==> src/ccl_pkg.sv <==
// Package for the link configuration and internal error register block.
// Assumes a single core clock domain and word-indexed register access.
package ccl_pkg;

  // -------------------------------------------------------------------
  // Register word indices
  // -------------------------------------------------------------------
  localparam logic [3:0] IDX_CFG_DATA = 4'h0;
  localparam logic [3:0] IDX_PROG_CTL = 4'h1;
  localparam logic [3:0] IDX_UNC_STAT = 4'h2;
  localparam logic [3:0] IDX_UNC_MASK = 4'h3;
  localparam logic [3:0] IDX_COR_STAT = 4'h4;
  localparam logic [3:0] IDX_COR_MASK = 4'h5;

  // -------------------------------------------------------------------
  // Field positions
  // -------------------------------------------------------------------
  localparam int PROG_REQ_BIT = 0;
  localparam int PROG_START_BIT = 1;
  localparam int UNC_RX_OVF_BIT = 11;
  localparam int UNC_CFG_TX_PAR_BIT = 9;
  localparam int UNC_TX_CFG_PAR_BIT = 8;
  localparam int UNC_TX_TLP_PAR_BIT = 7;
  localparam int UNC_APP_BIT = 6;
  localparam int UNC_LINK_CFG_BIT = 5;
  localparam int UNC_TX_DLL_PAR_BIT = 4;
  localparam int UNC_RX_CFG_PAR_BIT = 3;
  localparam int UNC_RX_BUF_PAR_BIT = 2;
  localparam int UNC_RETRY_ECC_BIT = 1;
  localparam int UNC_RX_ECC_BIT = 0;
  localparam int COR_APP_BIT = 6;
  localparam int COR_LINK_CFG_BIT = 5;
  localparam int COR_RETRY_ECC_BIT = 1;
  localparam int COR_RX_ECC_BIT = 0;

  // -------------------------------------------------------------------
  // Implemented bits and reset values
  // -------------------------------------------------------------------
  localparam logic [31:0] CFG_DATA_RST = 32'h0000_0000;
  localparam logic [31:0] PROG_CTL_BITS = 32'h0000_0003;
  localparam logic [31:0] PROG_CTL_RST = 32'h0000_0000;
  localparam logic [31:0] UNC_STAT_BITS = 32'h0000_0BFF;
  localparam logic [31:0] UNC_MASK_BITS = 32'h0000_0BBF;
  localparam logic [31:0] UNC_MASK_RST = 32'h0000_0B9F;
  localparam logic [31:0] COR_STAT_BITS = 32'h0000_0023;
  localparam logic [31:0] COR_MASK_BITS = 32'h0000_0063;
  localparam logic [31:0] COR_MASK_RST = 32'h0000_0043;
  localparam logic [31:0] STAT_RST = 32'h0000_0000;

  // -------------------------------------------------------------------
  // Clock burst per data write
  // -------------------------------------------------------------------
  localparam int NUMCLK_W = 8;
  localparam int NUMCLK_USED_W = 6;
  localparam logic [6:0] NUMCLK_ZERO_COUNT = 7'h40;

  // Register access request from configuration space.
  typedef struct packed {
    logic wrEn;
    logic rdEn;
    logic [3:0] idx;
    logic [31:0] wrData;
    logic [3:0] byteEn;
  } ccl_req_t;

  // One-cycle error event pulses from the core's detectors.
  typedef struct packed {
    logic rxOverflow;
    logic cfgTxParity;
    logic txCfgParity;
    logic txTlpParity;
    logic appUncorr;
    logic txDllParity;
    logic rxCfgParity;
    logic rxBufParity;
    logic retryUncEcc;
    logic rxUncEcc;
    logic retryCorEcc;
    logic rxCorEcc;
    logic appCorr;
  } ccl_evt_t;

endpackage : ccl_pkg

==> src/ccl_clk_burst.sv <==
// Clock burst generator: a run of clock enables per data word write.
// Assumes start is a one-cycle pulse on the same clock as mclk.
module ccl_clk_burst (
  input wire logic mclk,
  input wire logic rstn,
  input wire logic ce,
  input wire logic hotReset,
  input wire logic start,
  input wire logic [ccl_pkg::NUMCLK_W-1:0] clocksPerDataWrite,
  output logic burstClk_r
);
  import ccl_pkg::*;

  // -------------------------------------------------------------------
  // State and count
  // -------------------------------------------------------------------
  typedef enum logic [0:0] {
    CCL_IDLE = 1'b0,
    CCL_RUN = 1'b1
  } ccl_burst_t;

  ccl_burst_t state_r;
  ccl_burst_t state_nxt;
  logic [6:0] left_r;
  logic [6:0] left_nxt;
  logic [6:0] loadCount;

  // A field of zero stands for the longest burst; upper bits are unused.
  assign loadCount = (clocksPerDataWrite[NUMCLK_USED_W-1:0] == 6'h00) ?
                     NUMCLK_ZERO_COUNT :
                     {1'b0, clocksPerDataWrite[NUMCLK_USED_W-1:0]};

  // A new write restarts the burst with a fresh count.
  always_comb begin
    state_nxt = state_r;
    left_nxt = left_r;
    case (state_r)
      CCL_IDLE: begin
        if (start) begin
          state_nxt = CCL_RUN;
          left_nxt = loadCount - 7'h01;
        end
      end
      CCL_RUN: begin
        if (start) begin
          left_nxt = loadCount - 7'h01;
        end else if (left_r == 7'h00) begin
          state_nxt = CCL_IDLE;
        end else begin
          left_nxt = left_r - 7'h01;
        end
      end
      default: begin
        state_nxt = CCL_IDLE;
        left_nxt = 7'h00;
      end
    endcase
  end

  // Registers; the output is high one cycle per emitted clock.
  always_ff @(posedge mclk or negedge rstn) begin
    if (!rstn) begin
      state_r <= CCL_IDLE;
      left_r <= 7'h00;
      burstClk_r <= 1'b0;
    end else if (ce) begin
      if (hotReset) begin
        state_r <= CCL_IDLE;
        left_r <= 7'h00;
        burstClk_r <= 1'b0;
      end else begin
        state_r <= state_nxt;
        left_r <= left_nxt;
        burstClk_r <= (state_nxt == CCL_RUN);
      end
    end
  end

endmodule // ccl_clk_burst

==> src/ccl_link_cfg_regs.sv <==
// Link configuration data and internal error status/mask registers.
// Assumes requests and error pulses on mclk; the control block's
// configuration error arrives from another domain and is synchronised.
//
// Notes on behaviour
// - 32-bit read-write data word, reset zero, drives data to control block.
// - Control bit 1 read-write, reset 0, drives the transfer start output.
// - Control bit 0 read-write, reset 0, requests a configuration transfer.
// - Uncorrectable status bit 11 sets on receive buffer overflow.
// - Uncorrectable bits 9 and 8 set on the two config/transmit parity paths.
// - Transmit packet parity sets bit 7 and that packet is dropped.
// - Uncorrectable bit 6 sets on application uncorrectable error report.
// - Uncorrectable bit 5 sets on config error rise in link config mode.
// - Bits 4, 3, 2 set on data link, receive path, buffer input parity.
// - Bits 1 and 0 set on retry and receive buffer uncorrectable ECC.
// - Unmasked errors are forwarded; status clears by writing one; sticky.
// - Uncorrectable mask resets to one except bit 5, which resets to zero, and bit 6, which has no mask bit.
// - Correctable bit 5 sets on config error in link config mode.
// - Correctable bits 1 and 0 set on ECC errors; status resets zero.
// - Correctable mask bits 6, 1, 0 reset to one, bit 5 to zero.
// - Link configuration mode routes incoming packets to configuration space.
// - Each data write emits programmed clock count; zero means 64.
module ccl_link_cfg_regs (
  input wire logic mclk,
  input wire logic rstn,
  input wire logic ce,
  input wire logic hotReset,
  input wire ccl_pkg::ccl_req_t req,
  output logic [31:0] rdData_r,
  output logic rdValid_r,
  input wire logic linkConfigurationMode,
  input wire logic [ccl_pkg::NUMCLK_W-1:0] clocksPerDataWrite,
  input wire logic controlBlockConfigError,
  input wire ccl_pkg::ccl_evt_t evt,
  output logic [31:0] configDataOut_r,
  output logic transferStartFlag_r,
  output logic programmingRequest_r,
  output logic configClock_r,
  output logic routeToConfigSpace_r,
  output logic txTlpDrop_r,
  output logic uncorrErrReport_r,
  output logic corrErrReport_r
);
  import ccl_pkg::*;

  // -------------------------------------------------------------------
  // Decode helpers
  // -------------------------------------------------------------------

  // Matches an access index against one register index.
  function automatic logic hits(input logic [3:0] idx,
                                input logic [3:0] reg_idx);
    hits = (idx == reg_idx);
  endfunction

  // Merges write data into a register through a byte lane and bit mask.
  function automatic logic [31:0] merge(input logic [31:0] old,
                                        input logic [31:0] wdat,
                                        input logic [31:0] laneMask,
                                        input logic [31:0] bits);
    logic [31:0] sel;
    sel = laneMask & bits;
    merge = (old & ~sel) | (wdat & sel);
  endfunction

  // -------------------------------------------------------------------
  // Declarations
  // -------------------------------------------------------------------
  logic [31:0] cfgData_r;
  logic [31:0] cfgData_nxt;
  logic [31:0] progCtl_r;
  logic [31:0] progCtl_nxt;
  logic [31:0] uncStat_r;
  logic [31:0] uncStat_nxt;
  logic [31:0] uncMask_r;
  logic [31:0] uncMask_nxt;
  logic [31:0] corStat_r;
  logic [31:0] corStat_nxt;
  logic [31:0] corMask_r;
  logic [31:0] corMask_nxt;
  logic [31:0] laneMask;
  logic [31:0] rdMux;
  logic [31:0] uncEvt;
  logic [31:0] corEvt;
  logic [31:0] uncClr;
  logic [31:0] corClr;
  logic cfgErrMeta_r;
  logic cfgErrSync_r;
  logic cfgErrPrev_r;
  logic cfgErrRise;
  logic linkCfgErr;
  logic wrData;
  logic wrProg;
  logic wrUncStat;
  logic wrUncMask;
  logic wrCorStat;
  logic wrCorMask;
  logic uncFwd;
  logic corFwd;

  // -------------------------------------------------------------------
  // Byte lanes
  // -------------------------------------------------------------------

  // Each byte enable opens its eight data bits.
  genvar lane;
  generate
    for (lane = 0; lane < 4; lane++) begin : gLane
      assign laneMask[8*lane +: 8] = {8{req.byteEn[lane]}};
    end
  endgenerate

  // -------------------------------------------------------------------
  // Write decode
  // -------------------------------------------------------------------

  // Write strobes per register, qualified by the clock enable.
  assign wrData = ce && req.wrEn && hits(req.idx, IDX_CFG_DATA);
  assign wrProg = ce && req.wrEn && hits(req.idx, IDX_PROG_CTL);
  assign wrUncStat = ce && req.wrEn && hits(req.idx, IDX_UNC_STAT);
  assign wrUncMask = ce && req.wrEn && hits(req.idx, IDX_UNC_MASK);
  assign wrCorStat = ce && req.wrEn && hits(req.idx, IDX_COR_STAT);
  assign wrCorMask = ce && req.wrEn && hits(req.idx, IDX_COR_MASK);

  // -------------------------------------------------------------------
  // Control block configuration error
  // -------------------------------------------------------------------

  // Two-stage synchroniser; only the second stage feeds logic.
  always_ff @(posedge mclk or negedge rstn) begin
    if (!rstn) begin
      cfgErrMeta_r <= 1'b0;
      cfgErrSync_r <= 1'b0;
      cfgErrPrev_r <= 1'b0;
    end else if (ce) begin
      cfgErrMeta_r <= controlBlockConfigError;
      cfgErrSync_r <= cfgErrMeta_r;
      cfgErrPrev_r <= cfgErrSync_r;
    end
  end

  // A rising edge seen while link configuration mode is on.
  assign cfgErrRise = cfgErrSync_r & ~cfgErrPrev_r;
  assign linkCfgErr = cfgErrRise & linkConfigurationMode;

  // -------------------------------------------------------------------
  // Error event vectors
  // -------------------------------------------------------------------

  // Uncorrectable events placed at their status positions.
  always_comb begin
    uncEvt = 32'h0000_0000;
    uncEvt[UNC_RX_OVF_BIT] = evt.rxOverflow;
    uncEvt[UNC_CFG_TX_PAR_BIT] = evt.cfgTxParity;
    uncEvt[UNC_TX_CFG_PAR_BIT] = evt.txCfgParity;
    uncEvt[UNC_TX_TLP_PAR_BIT] = evt.txTlpParity;
    uncEvt[UNC_APP_BIT] = evt.appUncorr;
    uncEvt[UNC_LINK_CFG_BIT] = linkCfgErr;
    uncEvt[UNC_TX_DLL_PAR_BIT] = evt.txDllParity;
    uncEvt[UNC_RX_CFG_PAR_BIT] = evt.rxCfgParity;
    uncEvt[UNC_RX_BUF_PAR_BIT] = evt.rxBufParity;
    uncEvt[UNC_RETRY_ECC_BIT] = evt.retryUncEcc;
    uncEvt[UNC_RX_ECC_BIT] = evt.rxUncEcc;
  end

  // Correctable events; the application report has a mask but no status.
  always_comb begin
    corEvt = 32'h0000_0000;
    corEvt[COR_LINK_CFG_BIT] = linkCfgErr;
    corEvt[COR_RETRY_ECC_BIT] = evt.retryCorEcc;
    corEvt[COR_RX_ECC_BIT] = evt.rxCorEcc;
  end

  // -------------------------------------------------------------------
  // Next register values
  // -------------------------------------------------------------------

  // Write-one-to-clear masks, limited to lanes and implemented bits.
  assign uncClr = wrUncStat ? (req.wrData & laneMask & UNC_STAT_BITS) :
                  32'h0000_0000;
  assign corClr = wrCorStat ? (req.wrData & laneMask & COR_STAT_BITS) :
                  32'h0000_0000;

  // A new event in the clearing cycle keeps its bit set.
  assign uncStat_nxt = ((uncStat_r & ~uncClr) | uncEvt) &
                       UNC_STAT_BITS;
  assign corStat_nxt = ((corStat_r & ~corClr) | corEvt) &
                       COR_STAT_BITS;

  // Plain read-write registers.
  assign cfgData_nxt = wrData ?
      merge(cfgData_r, req.wrData, laneMask, 32'hFFFF_FFFF) :
      cfgData_r;
  assign progCtl_nxt = wrProg ?
      merge(progCtl_r, req.wrData, laneMask, PROG_CTL_BITS) :
      progCtl_r;
  assign uncMask_nxt = wrUncMask ?
      merge(uncMask_r, req.wrData, laneMask, UNC_MASK_BITS) :
      uncMask_r;
  assign corMask_nxt = wrCorMask ?
      merge(corMask_r, req.wrData, laneMask, COR_MASK_BITS) :
      corMask_r;

  // -------------------------------------------------------------------
  // Non-sticky registers
  // -------------------------------------------------------------------

  // Data word and programming control also clear on a hot reset.
  always_ff @(posedge mclk or negedge rstn) begin
    if (!rstn) begin
      cfgData_r <= CFG_DATA_RST;
      progCtl_r <= PROG_CTL_RST;
    end else if (ce) begin
      if (hotReset) begin
        cfgData_r <= CFG_DATA_RST;
        progCtl_r <= PROG_CTL_RST;
      end else begin
        cfgData_r <= cfgData_nxt;
        progCtl_r <= progCtl_nxt;
      end
    end
  end

  // -------------------------------------------------------------------
  // Sticky registers
  // -------------------------------------------------------------------

  // Status and masks ignore hot reset; only the cold reset restores them.
  always_ff @(posedge mclk or negedge rstn) begin
    if (!rstn) begin
      uncStat_r <= STAT_RST;
      uncMask_r <= UNC_MASK_RST;
      corStat_r <= STAT_RST;
      corMask_r <= COR_MASK_RST;
    end else if (ce) begin
      uncStat_r <= uncStat_nxt;
      uncMask_r <= uncMask_nxt;
      corStat_r <= corStat_nxt;
      corMask_r <= corMask_nxt;
    end
  end

  // -------------------------------------------------------------------
  // Error forwarding
  // -------------------------------------------------------------------

  // A set mask bit keeps that error from being forwarded.
  assign uncFwd = |(uncEvt & ~uncMask_r);
  assign corFwd = |(corEvt & ~corMask_r) |
                  (evt.appCorr & ~corMask_r[COR_APP_BIT]);

  // Registered report pulses, packet drop and routing outputs.
  always_ff @(posedge mclk or negedge rstn) begin
    if (!rstn) begin
      uncorrErrReport_r <= 1'b0;
      corrErrReport_r <= 1'b0;
      txTlpDrop_r <= 1'b0;
      routeToConfigSpace_r <= 1'b0;
    end else if (ce) begin
      uncorrErrReport_r <= uncFwd;
      corrErrReport_r <= corFwd;
      txTlpDrop_r <= evt.txTlpParity;
      routeToConfigSpace_r <= linkConfigurationMode;
    end
  end

  // -------------------------------------------------------------------
  // Outputs to the configuration control block
  // -------------------------------------------------------------------

  // Direct register views; these are the flops themselves.
  assign configDataOut_r = cfgData_r;
  assign transferStartFlag_r = progCtl_r[PROG_START_BIT];
  assign programmingRequest_r = progCtl_r[PROG_REQ_BIT];

  // Clock burst for every write of the data word.
  ccl_clk_burst uBurst (
    .mclk(mclk),
    .rstn(rstn),
    .ce(ce),
    .hotReset(hotReset),
    .start(wrData),
    .clocksPerDataWrite(clocksPerDataWrite),
    .burstClk_r(configClock_r)
  );

  // -------------------------------------------------------------------
  // Read path
  // -------------------------------------------------------------------

  // Read selection; unmapped indices read as zero.
  always_comb begin
    case (req.idx)
      IDX_CFG_DATA: rdMux = cfgData_r;
      IDX_PROG_CTL: rdMux = progCtl_r & PROG_CTL_BITS;
      IDX_UNC_STAT: rdMux = uncStat_r;
      IDX_UNC_MASK: rdMux = uncMask_r;
      IDX_COR_STAT: rdMux = corStat_r;
      IDX_COR_MASK: rdMux = corMask_r;
      default: rdMux = 32'h0000_0000;
    endcase
  end

  // Read data and its valid strobe one cycle after the request.
  always_ff @(posedge mclk or negedge rstn) begin
    if (!rstn) begin
      rdData_r <= 32'h0000_0000;
      rdValid_r <= 1'b0;
    end else if (ce) begin
      rdValid_r <= req.rdEn;
      if (req.rdEn) begin
        rdData_r <= rdMux;
      end
    end
  end

endmodule // ccl_link_cfg_regs

==> config.mk <==
export PLATFORM = sky130hd
export DESIGN_NAME = ccl_link_cfg_regs
export DESIGN_NICKNAME = d
export VERILOG_FILES = /design/src/ccl_pkg.sv /design/src/ccl_clk_burst.sv /design/src/ccl_link_cfg_regs.sv
export SDC_FILE = /design/constraint.sdc
export NUM_CORES = 1
export LEC_CHECK = 0
export ABC_AREA = 1
export ABC_CLOCK_PERIOD_IN_PS = 1200
export BUFFER_PORTS_ARGS = -buffer_cell sky130_fd_sc_hd__buf_2
export CAP_MARGIN = 20
export CORE_MARGIN = 2
export CORE_UTILIZATION = 45
export CTS_BUF_LIST = sky130_fd_sc_hd__clkbuf_8 sky130_fd_sc_hd__clkbuf_16
export CTS_CLUSTER_SIZE = 30
export DETAILED_ROUTE_END_ITERATION = 16
export GPL_ROUTABILITY_DRIVEN = 0
export GPL_TIMING_DRIVEN = 0
export PLACE_DENSITY_LB_ADDON = 0.3
export RECOVER_POWER = 25
export SLEW_MARGIN = 20
export SYNTH_ARGS = -nofsm -noshare
export SYNTH_HDL_FRONTEND = slang
export SYNTH_HIERARCHICAL = 1
export SYNTH_SLANG_ARGS = --single-unit
export TNS_END_PERCENT = 20
==> constraint.sdc <==
create_clock -name mclk -period 1.2 [get_ports mclk]
set_input_delay 0.3 -clock mclk [delete_from_list [all_inputs] [get_ports mclk]]
set_output_delay 0.3 -clock mclk [all_outputs]
set_load 0.02 [all_outputs]
; Word level (Yosys, flattened, before mapping)
; Index checks and enable logic that the tools add are counted.
[classes]
n_mux = 18
n_reduce_logical = 20
bitwise_logic = 33
eq_ne = 7
add_sub_neg = 2
[ops]
columns = operator, n
row1 = $pmux W32 S6, 1
row2 = $and A32 B32 Y32, 5
row3 = $mux W32, 4
row4 = $or A32 B32 Y32, 4
row5 = $not A32 Y32, 3
row6 = $reduce_or A32 Y1, 2
row7 = $mux W7, 5
row8 = $and A12 B32 Y32, 1
row9 = $and A32 B12 Y32, 1
row10 = $and A32 B2 Y32, 1
row11 = $and A32 B7 Y32, 1
row12 = $and A6 B32 Y32, 1
row13 = $not A12 Y32, 1
row14 = $not A2 Y32, 1
row15 = $not A7 Y32, 1
row16 = $pmux W7 S2, 1
row17 = $sub A7 B1 Y7 const B, 2
row18 = $and A12 B12 Y12, 1
row19 = $mux W12, 1
row20 = $not A12 Y12, 1
row21 = $or A12 B12 Y12, 1
row22 = $reduce_and A2 Y1, 5
row23 = $eq A4 B2 Y1 const B, 2
row24 = $eq A4 B3 Y1 const B, 2
row25 = 18 further kinds, 32
[totals]
out_inout_bits = 72
reg_bits = 190
in_bits = 69

; Logic depth before layout (Yosys ltp)
; Gate-level depths: netlist of the first run.
[depth]
word_depth = 6
depth_mapped = 13

; Hierarchy
; Netlist of the first run, hierarchy kept.
[by_module_without_submodules]
columns = module, area_per_inst_um2, n_inst, seq_area_each_um2, cells_each
row1 = ccl_link_cfg_regs, 4988.5, 1, 2567.5, 630
row2 = ccl_clk_burst, 639.4, 1, 200.2, 100

; Worst setup path before layout of the first run
; No wires, ideal clock.
[synth_timing]
kind = input port to flip-flop
startpoint = input ce
endpoint = register uBurst.left_r[5]
setup_ns = 0.116
n_path_buf = 1
setup_slack_ns = -0.336
required_time_ns = 1.084
arrival_ns = 1.420
cell_stages = 13
cell_sequence = buf_2 -> nand2_2 -> inv_1 -> nand2_4 -> inv_1 -> inv_1 -> nand2_1 -> inv_1 -> nand2_1 -> nor2_1 -> nor2_1 -> nand2_1 -> nand2_1
[synth_between]
elab_chain_len = 5
[synth_lines]
columns = element, line_no
row1 = from (decl), ccl_link_cfg_regs.sv:26  ; input wire logic ce,
row2 = $logic_and A1 B1 Y1 (*) (2 in series), ccl_link_cfg_regs.sv:118  ; assign wrData = ce && req.wrEn && hits(req.idx, IDX_CFG_DATA);
row3 = net wrData, ccl_link_cfg_regs.sv:92  ; logic wrData;
row4 = $mux W7, ccl_clk_burst.sv:45  ; if (start) begin
row5 = $pmux W7 S2, ccl_clk_burst.sv:37  ; case (state_r)
row6 = $mux W7, ccl_clk_burst.sv:67  ; if (hotReset) begin
row7 = to (signal assigned), ccl_clk_burst.sv:73  ; left_r <= left_nxt;
row8 = to (decl), ccl_clk_burst.sv:24  ; logic [6:0] left_r;
; The timed path passes the listed nets; every way through them passes the cells marked *.
; A chain may end at the register's enable or synchronous reset.

; Worst setup path in the final report of the first run
[layout_timing]
startpoint = register uBurst.left_r[0]
endpoint = register uBurst.left_r[6]
[layout_between]
elab_chain_len = 5
[layout_lines]
columns = element, line_no
row1 = $sub A7 B1 Y7, ccl_clk_burst.sv:50  ; left_nxt = left_r - 7'h01;
row2 = $mux W7, ccl_clk_burst.sv:47  ; end else if (left_r == 7'h00) begin
row3 = $mux W7, ccl_clk_burst.sv:45
row4 = $pmux W7 S2, ccl_clk_burst.sv:37
row5 = $mux W7, ccl_clk_burst.sv:67
; Several ways; a longest one is shown, not always the timed one. The select of a mux whose other input is x is not followed.

==> qor.txt, run 1 <==
OUTCOME
------------------------------------------------------------------------------
Outcome                                                           complete, but fails checks
Violations in the final reports                                   setup timing

DIE
------------------------------------------------------------------------------
Placeable core region                                              12,100 um^2
Effective utilization at floorplan                                       46.5%
Die boundary height                                                     116 um
Number of placement rows                                                    40
Number of I/O pins                                                         141
Die X-Extent                                                            116 um
Die footprint                                                      13,400 um^2

PLACEMENT
------------------------------------------------------------------------------
Area after DPL                                                       6600 um^2
Place WS                                                               -484 ps
Input/output buffers                                                       136
Hpwl dp                                                              11,200 um

CLOCKING
------------------------------------------------------------------------------
Total CTS buffers                                                            9
Clk sinks                                                                  110
Max Root-Sink Buffers                                                        2
Clock insertion delay at the later pin of the skew report               360 ps
Number of H-tree levels                                                      3
Clock-pin transition on the worst setup and hold timing paths            80 ps
Master cell of the clock root buffer                                 clkbuf_16
CTS tree                                                                  done

SETUP PATH
------------------------------------------------------------------------------
Delay-heaviest family, CP                                           flip-flops
Critical path data required time                                       1450 ps
Maximum net fanout on the critical path                                      4
Worst-path cell with the longest stage delay                           dfrtp_1
Chain of cells forming the critical path                          inv_2, buf_4, ha_2, nand3_2, nor2_1, a21oi_1, nand3_2, nand2_1
Launching instance or port of the critical path                   uBurst/left_r[0]
Slowest Stage Delay on Critical Path                                    390 ps
Launch instance of the worst register-to-register path            uBurst/left_r[0]
Sort of element at the start of the critical path                     register
Most Frequent Cell on Critical Path                                    nand3_2
Arrival @ worst endpoint                                               1550 ps
Buffer and inverter count on the worst path                                  2
Startpoint-to-endpoint class of the critical path                 register to register
Critical Path End Type                                                register

GLOBAL ROUTE
------------------------------------------------------------------------------
Grt ovf                                                                      0
Global-route wire length before repair                               24,800 um
Largest net degree at the start of global routing                           57
GRT Total Usage                                                          23.9%
Number of global-route vias before repair                                5,142
Initial antenna violation count                                              1

STA
------------------------------------------------------------------------------
Period utilization                                                        108%
Number of setup violations in the final report                              45
Slew of the pin with the lowest slew margin                             772 ps
Max-slew violation count                                                     0
Final setup slack of the worst path                                   -97.6 ps
Worst clock skew                                                       10.4 ps
Max Fclk                                                               771 MHz
Minimum clock period                                                   1300 ps
RSZ-0062 raised after global routing                                       yes
Hold Violations, Final                                                       0
Accumulated negative setup slack                                      -1180 ps
Max_slew headroom                                                        48.6%

POWER AND IR DROP
------------------------------------------------------------------------------
Leak Pwr                                                               3.72 nW
Largest voltage drop on the vdd net                                     748 uV
Power per unit of standard cell area                              1220 nW/um^2

LOGIC SYNTHESIS
------------------------------------------------------------------------------
Most used DFF post-synth                                               dfrtp_1
Post-synthesis net count                                                   802
Warning count from the yosys run                                             6
Post-synth top area cell                                               dfrtp_1
Netlist area before placement                                        5630 um^2
Top area cells in the synthesized netlist                         dfrtp_1 (44%), nand2_1 (19%), dfstp_2 (5.6%), inv_1 (4.7%), o21ai_0 (4.2%)
Share of synthesized area occupied by flip-flops and latches             49.2%
FFs w/ async S/R, synth                                                   100%
Flops & latches, synth                                                     110
Post-synth EDFFs                                                             0
Count of unique library cells instantiated by Yosys                         32
Mean cell area of the mapped netlist                                 7.71 um^2
Number of cells produced by synthesis                                      730
Area fraction of the dominant cell type after synthesis                  43.6%

RUN
------------------------------------------------------------------------------
Count of max-cap constraint violations                                       0

DRT
------------------------------------------------------------------------------
Total met3 wirelength after detailed routing                           1010 um
Routed wire length per instance                                        14.5 um
Top Layer Used                                                            met4
Count of unresolved DRC violations after routing                             0
Number of DRC markers in iteration 0                                       439
Count of nets left with antenna violations after detail routing              0
Met2 layer wire length in the routed design                            7110 um
Met1 Routed Length                                                     6990 um
Via density                                                               5.06
Number of vias after detailed routing                                    5,399
Routed Wire Length                                                   15,500 um
Router iterations before antenna repair                                      5

FINISH
------------------------------------------------------------------------------
Area of all placed cells without fillers                             7250 um^2
Fraction of final layout cells sized beyond drive strength 1             27.8%
Fin nets                                                                   966
Area growth from synthesis to final layout                               28.9%

MIN PATH
------------------------------------------------------------------------------
Type of the most critical hold path                               input pin to asynchronous set/reset pin

==> logic make-up after synthesis <==
group / synth area share (%)
and+or+nand+nor: 28.1
adders and majority gates: 0.667
buffers and inverters: 7.71
DFF: 49.2
AOI/OAI and AO/OA: 13.9
xor gates and xnor gates: 0.467
==> worst paths after layout <==
path,end,slack [ps],cells after the start
max in group asynchronous,asynchronous set/reset pin,350,2
min in group mclk,cfgErrMeta_r,150,3
hold reg to reg,rdData_r[11],470,2
setup reg to reg,uBurst/left_r[6],-100,8
hold / removal,rdData_r[2],50,1
setup / recovery,uBurst/left_r[6],-100,8
==> cells in the mapped netlist, drive strengths merged (5+ instances only) <==
master  count
o21ai      65
nand2     299
inv        74
a21oi      35
buf        10
clkbuf     17
o31ai      21
nor2       40
o211ai      5
dfrtp      98
nand3      39
dfstp      12
==> timing repair <==
action	CTS	global route
gates resized for setup	38	52
setup buffers	14	2
hold endpoints to repair	54	54
endpoints found under the setup margin	117	148
pin swaps	15	21
==> power by group <==
group          switching [W]  internal (W)
Sequential          0.000204       0.00402
Combinational        0.00105      0.000644
Clock                0.00136       0.00157
==> cell type report <==
class | count | area (um^2)
Fill cell | 1142 | 4860
Sequential cell | 110 | 2770
Multi-Input combinational cell | 519 | 2500
Timing Repair Buffer | 153 | 1020
Inverter | 74 | 290
Clock buffer | 12 | 267
Tap cell | 168 | 210
Buffer | 27 | 176
Clock inverter | 4 | 21.3
Antenna cell | 1 | 2.50
==> per-layer routing <==
layer,vias to the layer above,global-route usage [%]
met5,-,0
met4,0,10.0
met3,31,5.28
met2,179,36.2
met1,2529,33.3
li1,2660,-
==> cell usage in the layout, fill, tap and decap left out, drive strengths merged <==
cell,synthesis,final
nand2,299,299
buf,10,161
dfrtp,98,98
inv,74,75
o21ai,65,65
nor2,40,40
nand3,39,39
a21oi,35,35
clkbuf,17,31
o31ai,21,21
dfstp,12,12
o211ai,5,5
a22oi,3,3
nor3,3,3
ha,3,3
clkinv,0,2
xnor2,2,2
nand4,2,2
diode,0,1
o22ai,1,1
clkinvlp,0,1
xor2,1,1
==> through the flow <==
| step | utilization [%] | hold slack, ps | power (W) | cells |
|---|---|---|---|---|
| 5_1_grt | 59.9 | 109 | 0.00925 | 1068 |
| 2_1_floorplan | - | 4.41 | 0.00516 | 730 |
| 4_1_cts | 58.8 | -79.9 | 0.00880 | 1065 |
| 6_report | 59.9 | 48.7 | 0.00885 | 1068 |
| 3_5_place_dp | 54.5 | 297 | 0.00581 | 1035 |
| 3_3_place_gp | 54.2 | 450 | 0.00578 | 1034 |
Note: power is estimated with default switching activity, not from simulation.
==> run 2, diff against run 1 <==
--- a/config.mk
+++ b/config.mk
@@ -9,8 +9,10 @@
 export ABC_CLOCK_PERIOD_IN_PS = 1200
 export BUFFER_PORTS_ARGS = -buffer_cell sky130_fd_sc_hd__buf_2
 export CAP_MARGIN = 20
+export CELL_PAD_IN_SITES_DETAIL_PLACEMENT = 0
+export CELL_PAD_IN_SITES_GLOBAL_PLACEMENT = 2
 export CORE_MARGIN = 2
-export CORE_UTILIZATION = 45
+export CORE_UTILIZATION = 27
 export CTS_BUF_LIST = sky130_fd_sc_hd__clkbuf_8 sky130_fd_sc_hd__clkbuf_16
 export CTS_CLUSTER_SIZE = 30
 export DETAILED_ROUTE_END_ITERATION = 16
==> run 2 against run 1 <==
The flow still finishes with violations (setup timing). Cell count up 9.5%. Register-to-register slack about the same. Worst setup slack worse by 11 ps. Sequential share of layout area down 0.99 points. Critical path depth down 1. Clock power up 4%. Power up 1.7%. Utilization down 23 points. Cell area up 2.8%.
==> qor.txt, run 2 (synthesized netlist as in run 1, its figures left out) <==
FINISH
------------------------------------------------------------------------------
Fraction of final layout cells sized beyond drive strength 1             28.6%   +0.78 points
Fin nets                                                                   966   unchanged
Area growth from synthesis to final layout                               32.5%
Area of all placed cells without fillers                             7460 um^2   +2.8%
Number of non-filler instances in the completed layout                   1,169   +9.5%
Total inserted antenna cells                                                 0   -1
Top library cells by usage in the layout, fill and taps aside     nand2_1 (285), buf_2 (106), dfrtp_1 (94), inv_1 (65), o21ai_0 (42)
Leading cell type in the layout, fill and taps excluded                nand2_1

POWER AND IR DROP
------------------------------------------------------------------------------
Largest voltage drop on the vdd net                                     565 uV   -24%
Leak Pwr                                                               3.73 nW   +0.33%
Power per unit of standard cell area                              1210 nW/um^2   -1.1%

SETUP PATH
------------------------------------------------------------------------------
Launch instance of the worst register-to-register path            uBurst/left_r[3]
Worst-path cell with the longest stage delay                           dfrtp_1
Critical path data required time                                       1500 ps   +50 ps
Slack of the worst reg-to-reg path                                     -110 ps   about the same
Buffer and inverter count on the worst path                                  0   -2
Critical Path End Type                                                register
Sort of element at the start of the critical path                     register
Arrival @ worst endpoint                                               1610 ps   +60 ps
Startpoint-to-endpoint class of the critical path                 register to register
Chain of cells forming the critical path                          nor2_2, nand2_1, o21ai_2, nand2_2, o21ai_4, nand2_1, nand2_1
Cells on worst reg2reg path                                                  7   -1
Maximum net fanout on the critical path                                      7   +3
Most Frequent Cell on Critical Path                                    nand2_1
Slowest Stage Delay on Critical Path                                    400 ps   about the same
Endpoint of the most critical register-to-register path           uBurst/left_r[1]
Delay-heaviest family, CP                                         simple AND/OR/NAND/NOR gates

PLACEMENT
------------------------------------------------------------------------------
Place WS                                                               -582 ps   -97.5 ps
Area after DPL                                                       6730 um^2   +1.9%
# placed instances                                                       1,137   +9.9%
Hpwl dp                                                              13,500 um   +21%
Input/output buffers                                                       136   unchanged

CLOCKING
------------------------------------------------------------------------------
Clk sinks                                                                  110   unchanged
CTS tree                                                                  done
Max Root-Sink Buffers                                                        2   unchanged
Number of H-tree levels                                                      3   unchanged
Total CTS buffers                                                            9   unchanged
Master cell of the clock root buffer                                 clkbuf_16
Clock-pin transition on the worst setup and hold timing paths            80 ps   about the same
Clock insertion delay at the later pin of the skew report               360 ps   about the same

DIE
------------------------------------------------------------------------------
Number of I/O pins                                                         141   unchanged
Number of placement rows                                                    52   +30%
Effective utilization at floorplan                                       27.6%   -19 points
Die footprint                                                      22,000 um^2   +64%
Die X-Extent                                                            148 um   +28%
Die boundary height                                                     148 um   +28%
Placeable core region                                              20,400 um^2   +68%

STA
------------------------------------------------------------------------------
Max-slew violation count                                                     0   unchanged
Max_slew headroom                                                        20.7%   -28 points
Slew of the pin with the lowest slew margin                            1190 ps   +418 ps
Max Fclk                                                               764 MHz   -0.86%
Minimum clock period                                                   1310 ps   +11.3 ps
Period utilization                                                        109%   +0.94 points
Worst clock skew                                                       9.34 ps   -1.03 ps
RSZ-0062 raised after global routing                                       yes
Worst hold slack                                                        141 ps   +92.4 ps
Accumulated negative setup slack                                      -1760 ps   -581 ps
Number of setup violations in the final report                              59   +31%
Final setup slack of the worst path                                    -109 ps   -11.3 ps
Hold Violations, Final                                                       0   unchanged

GLOBAL ROUTE
------------------------------------------------------------------------------
Global-route wire length before repair                               29,300 um   +18%
Number of global-route vias before repair                                5,183   +0.80%
Initial antenna violation count                                              0   -1
Grt ovf                                                                      0   unchanged
GRT Total Usage                                                          17.3%   -6.6 points
Largest net degree at the start of global routing                           69   +21%

DRT
------------------------------------------------------------------------------
Number of DRC markers in iteration 0                                       230   -48%
Routed Wire Length                                                   18,500 um   +19%
Count of nets left with antenna violations after detail routing              0   unchanged
Router iterations before antenna repair                                      5   unchanged
Routed wire length per instance                                        15.8 um   +8.8%
Number of vias after detailed routing                                    5,260   -2.6%
Via density                                                               4.50   -11%
Count of unresolved DRC violations after routing                             0   unchanged

MIN PATH
------------------------------------------------------------------------------
Source of the worst hold timing path                              controlBlockConfigError
Hold Path Depth                                                              3
Type of the most critical hold path                               input pin to register
Hold-critical path endpoint                                       cfgErrMeta_r

OUTCOME
------------------------------------------------------------------------------
Violations in the final reports                                   setup timing
Outcome                                                           complete, but fails checks

RUN
------------------------------------------------------------------------------
Count of max-cap constraint violations                                       0   unchanged

## run 2: power by group
group	total (W)	switching, W	internal (W)
Combinational	0.00171	0.00108	0.000630
Sequential	0.00425	0.000224	0.00402
Clock	0.00304	0.00150	0.00154
## run 2: worst max-delay path by stage
| stage | startpoint | endpoint | slack [ps] | cells past startpoint |
|---|---|---|---|---|
| global route | uBurst/left_r[3] | uBurst/left_r[4] | -250 | 7 |
| global placement | rstn | cfgErrPrev_r | -1720 | 1 |
| CTS | uBurst/left_r[2] | uBurst/left_r[1] | -150 | 7 |
| floorplan | req[36] | uBurst/left_r[5] | -50 | 13 |
| finish | uBurst/left_r[3] | uBurst/left_r[1] | -110 | 7 |
| detailed placement | req[39] | register | -580 | 7 |
## run 2: metal layers
layer	vias up	global-route usage, %	part of all wire, %
li1	2671	-	-
met5	-	0	0
met1	2465	25.1	49
met3	17	2.61	3.8
met4	0	5.43	1.6
met2	107	26.6	45
## run 2: cell type report
cell class              instances  area, um^2
clock inverters                 5        40.0
clock buffers                  11         253
inverters                      74         293
fillers                      2203       12900
flip-flops and latches        110        2770
multi-input cells             519        2510
well taps                     270         338
repair buffers                153        1050
plain buffers                  27         191
## run 2: repair_timing
item                       in CTS  in global routing
hold endpoints to repair       39                 39
buffers inserted                8                  8
gates resized for setup        39                 65
setup endpoints to repair     164                162
pin swaps                      15                 15
## run 2: worst register-to-register path, stage by stage, from the launching register on
cell,delay (ps)
dfrtp_1,400
nor2_2,140
nand2_1,80
o21ai_2,140
nand2_2,90
o21ai_4,240
nand2_1,90
nand2_1,70
## run 2: metrics by stage
step / total power [W] / utilization (%)
finish: 0.00900 / 36.6
floorplan: 0.00516 / -
CTS: 0.00903 / 35.4
global placement: 0.00587 / 32.9
detailed placement: 0.00589 / 33.0
global route: 0.00948 / 36.6
==> run 3, diff against run 2 <==
--- a/config.mk
+++ b/config.mk
@@ -11,6 +11,7 @@
 export CAP_MARGIN = 20
 export CELL_PAD_IN_SITES_DETAIL_PLACEMENT = 0
 export CELL_PAD_IN_SITES_GLOBAL_PLACEMENT = 2
+export CORE_ASPECT_RATIO = 2
 export CORE_MARGIN = 2
 export CORE_UTILIZATION = 27
 export CTS_BUF_LIST = sky130_fd_sc_hd__clkbuf_8 sky130_fd_sc_hd__clkbuf_16
==> run 3 against run 2 <==
The run still ends with setup timing left. Clock-buffer cell count down 2. Sequential share of layout area down 0.34 points. Clock power up 16%. Register-to-register slack about the same. Sequential power about the same. Routed wire length up 3.9%. Die area up 0.32%. Fmax up 0.56%. Utilization up 0.23 points. Worst setup slack better by 7.3 ps. Critical path type unchanged. Largest power group unchanged.
==> qor.txt, run 3 (synthesized netlist as in run 1, its figures left out) <==
FINISH
------------------------------------------------------------------------------
Area of all placed cells without fillers                             7540 um^2   +1.1%
Multi-input combinational cell area                                  2520 um^2   about the same
Leading cell type in the layout, fill and taps excluded                nand2_1
Sequential cell area                                                 2780 um^2   +0.18%
Area growth from synthesis to final layout                               33.9%
Top library cells by usage in the layout, fill and taps aside     nand2_1 (286), buf_2 (106), dfrtp_1 (90), inv_1 (65), o21ai_0 (43)
Fill cell total of the finished layout                                   2,252   +2.2%
Fin nets                                                                   970   +0.41%
Fraction of final layout cells sized beyond drive strength 1             29.2%   +0.65 points
Total inserted antenna cells                                                 0   unchanged

CLOCKING
------------------------------------------------------------------------------
CTS tree                                                                  done
Number of H-tree levels                                                      3   unchanged
Clock-pin transition on the worst setup and hold timing paths            70 ps   about the same
Clock insertion delay at the later pin of the skew report               370 ps   about the same
Max Root-Sink Buffers                                                        2   unchanged
Master cell of the clock root buffer                                 clkbuf_16
Total CTS buffers                                                            9   unchanged
Clk sinks                                                                  110   unchanged

DRT
------------------------------------------------------------------------------
Routed wire length per instance                                        16.4 um   +3.9%
Via density                                                               4.50   +0.11%
Count of unresolved DRC violations after routing                             0   unchanged
Router iterations before antenna repair                                      4   -1
Routed Wire Length                                                   19,200 um   +3.9%
Count of nets left with antenna violations after detail routing              0   unchanged
Number of vias after detailed routing                                    5,266   +0.11%
Number of DRC markers in iteration 0                                       219   -4.8%

GLOBAL ROUTE
------------------------------------------------------------------------------
Global-route wire length before repair                               30,200 um   +2.9%
GRT Total Usage                                                          18.1%   +0.77 points
Initial antenna violation count                                              0   unchanged
Number of global-route vias before repair                                5,413   +4.4%
Largest net degree at the start of global routing                           58   -16%
Grt ovf                                                                      0   unchanged

POWER AND IR DROP
------------------------------------------------------------------------------
Power per unit of standard cell area                              1260 nW/um^2   +4.8%
Largest voltage drop on the vdd net                                     806 uV   +43%
Leak Pwr                                                               3.77 nW   +0.96%

STA
------------------------------------------------------------------------------
Worst clock skew                                                       14.6 ps   +5.27 ps
Minimum clock period                                                   1300 ps   -7.28 ps
Max-slew violation count                                                     0   unchanged
Max Fclk                                                               768 MHz   +0.56%
Period utilization                                                        108%   -0.61 points
Max_slew headroom                                                        42.0%   +21 points
RSZ-0062 raised after global routing                                       yes
Slew of the pin with the lowest slew margin                             869 ps   -320 ps
Number of setup violations in the final report                              66   +12%
Final setup slack of the worst path                                    -102 ps   +7.28 ps
Worst hold slack                                                       62.4 ps   -78.7 ps
Hold Violations, Final                                                       0   unchanged

RUN
------------------------------------------------------------------------------
Count of max-cap constraint violations                                       0   unchanged

SETUP PATH
------------------------------------------------------------------------------
Maximum net fanout on the critical path                                      7   unchanged
Arrival @ worst endpoint                                               1600 ps   about the same
Critical path data required time                                       1500 ps   about the same
Endpoint of the most critical register-to-register path           uBurst/left_r[5]
Startpoint-to-endpoint class of the critical path                 register to register
Chain of cells forming the critical path                          inv_2, ha_4, nand2_2, o21ai_2, nand2_2, o21ai_4, nand2_1, nand2_1
Worst-path cell with the longest stage delay                           dfrtp_1
Launch instance of the worst register-to-register path            uBurst/left_r[1]
Critical Path End Type                                                register
Slack of the worst reg-to-reg path                                     -100 ps   about the same
Timing endpoint of the critical path                              uBurst/left_r[5]
Slowest Stage Delay on Critical Path                                    390 ps   about the same
Sort of element at the start of the critical path                     register
Launching instance or port of the critical path                   uBurst/left_r[1]
Cells on worst reg2reg path                                                  8   +1

PLACEMENT
------------------------------------------------------------------------------
Area after DPL                                                       6720 um^2   about the same
Hpwl dp                                                              14,700 um   +8.7%
Input/output buffers                                                       136   unchanged

OUTCOME
------------------------------------------------------------------------------
Violations in the final reports                                   setup timing
Outcome                                                           complete, but fails checks

DIE
------------------------------------------------------------------------------
Die footprint                                                      22,100 um^2   +0.32%
Effective utilization at floorplan                                       27.5%   -0.13 points
Placeable core region                                              20,500 um^2   +0.48%
Number of placement rows                                                    74   +42%
Number of I/O pins                                                         141   unchanged
Die boundary height                                                     208 um   +40%
Die X-Extent                                                            106 um   -28%

MIN PATH
------------------------------------------------------------------------------
Type of the most critical hold path                               input pin to asynchronous set/reset pin

run 3: cell count changes in the layout (fill, tap and decap cells not counted), moves of 2 or more:
cell / delta
clkinvlp_4: -3
clkinv_2: +2
bufinv_16: +3
o31ai_1: +2
dfrtp_2: +4
clkbuf_8: -2
clkbuf_2: -4
buf_4: +11
o31ai_2: -2
dfrtp_1: -4
run 3: per-layer routing:
metal  up-vias  part of all wire, %  global-route usage [%]
li1       2668                    -                       -
met1      2454                   38                    19.3
met2       117                   56                    34.6
met3        27                  3.4                    2.91
met4         0                  3.0                    6.99
met5         -                    0                       0
run 3: worst min path at each step:
stage	from	to	slack, ps
detailed placement	rstn	configDataOut_r[18]	330
finish	rstn	configDataOut_r[18]	60
floorplan	rstn	asynchronous set/reset pin	4
CTS	rstn	uBurst/left_r[1]	-70
global route	rstn	configDataOut_r[18]	130
global placement	routeToConfigSpace_r	routeToConfigSpace_r	450
run 3: final cells by class:
cell class                 count  share of cell area (%)
inverter                      74                    3.88
multi-input combinational    519                    33.4
buffer                        26                    2.72
sequential                   110                    36.8
tap                          266                    4.41
clock inverter                 7                    1.56
timing repair buffer         158                    14.2
clock buffer                   9                    2.99
run 3: repair_timing:
item	in CTS	in global routing
pin swaps	15	12
setup buffers	8	13
endpoints found under the hold margin	48	48
endpoints found under the setup margin	171	156
resized for setup	50	65
run 3: where the power goes:
group | switching, W | internal [W] | leakage [nW]
Combinational | 0.00108 | 0.000667 | 2.24
Sequential | 0.000230 | 0.00403 | 1.36
Clock | 0.00148 | 0.00205 | 0.170
Total | 0.00279 | 0.00675 | 3.77
run 3: critical path: cells and delay by family, from the launching register on:
kind	cells	cell delay, ps
DFF	1	390
and+or+nand+nor	4	280
buffers and inverters	1	90
adders and majority gates	1	130
AOI/OAI and AO/OA	2	350
run 3: through the flow:
step	total power [W]	worst slack, ps	utilization, %	TNS (ps)	instances
2_1_floorplan	0.00516	-51.5	-	-373	730
6_report	0.00954	-102	36.8	-1980	1169
4_1_cts	0.00959	-147	35.5	-4040	1157
5_1_grt	0.0100	-232	36.8	-4900	1169
3_3_place_gp	0.00589	-1740	32.7	-230620	1132
3_5_place_dp	0.00592	-579	32.9	-49720	1133
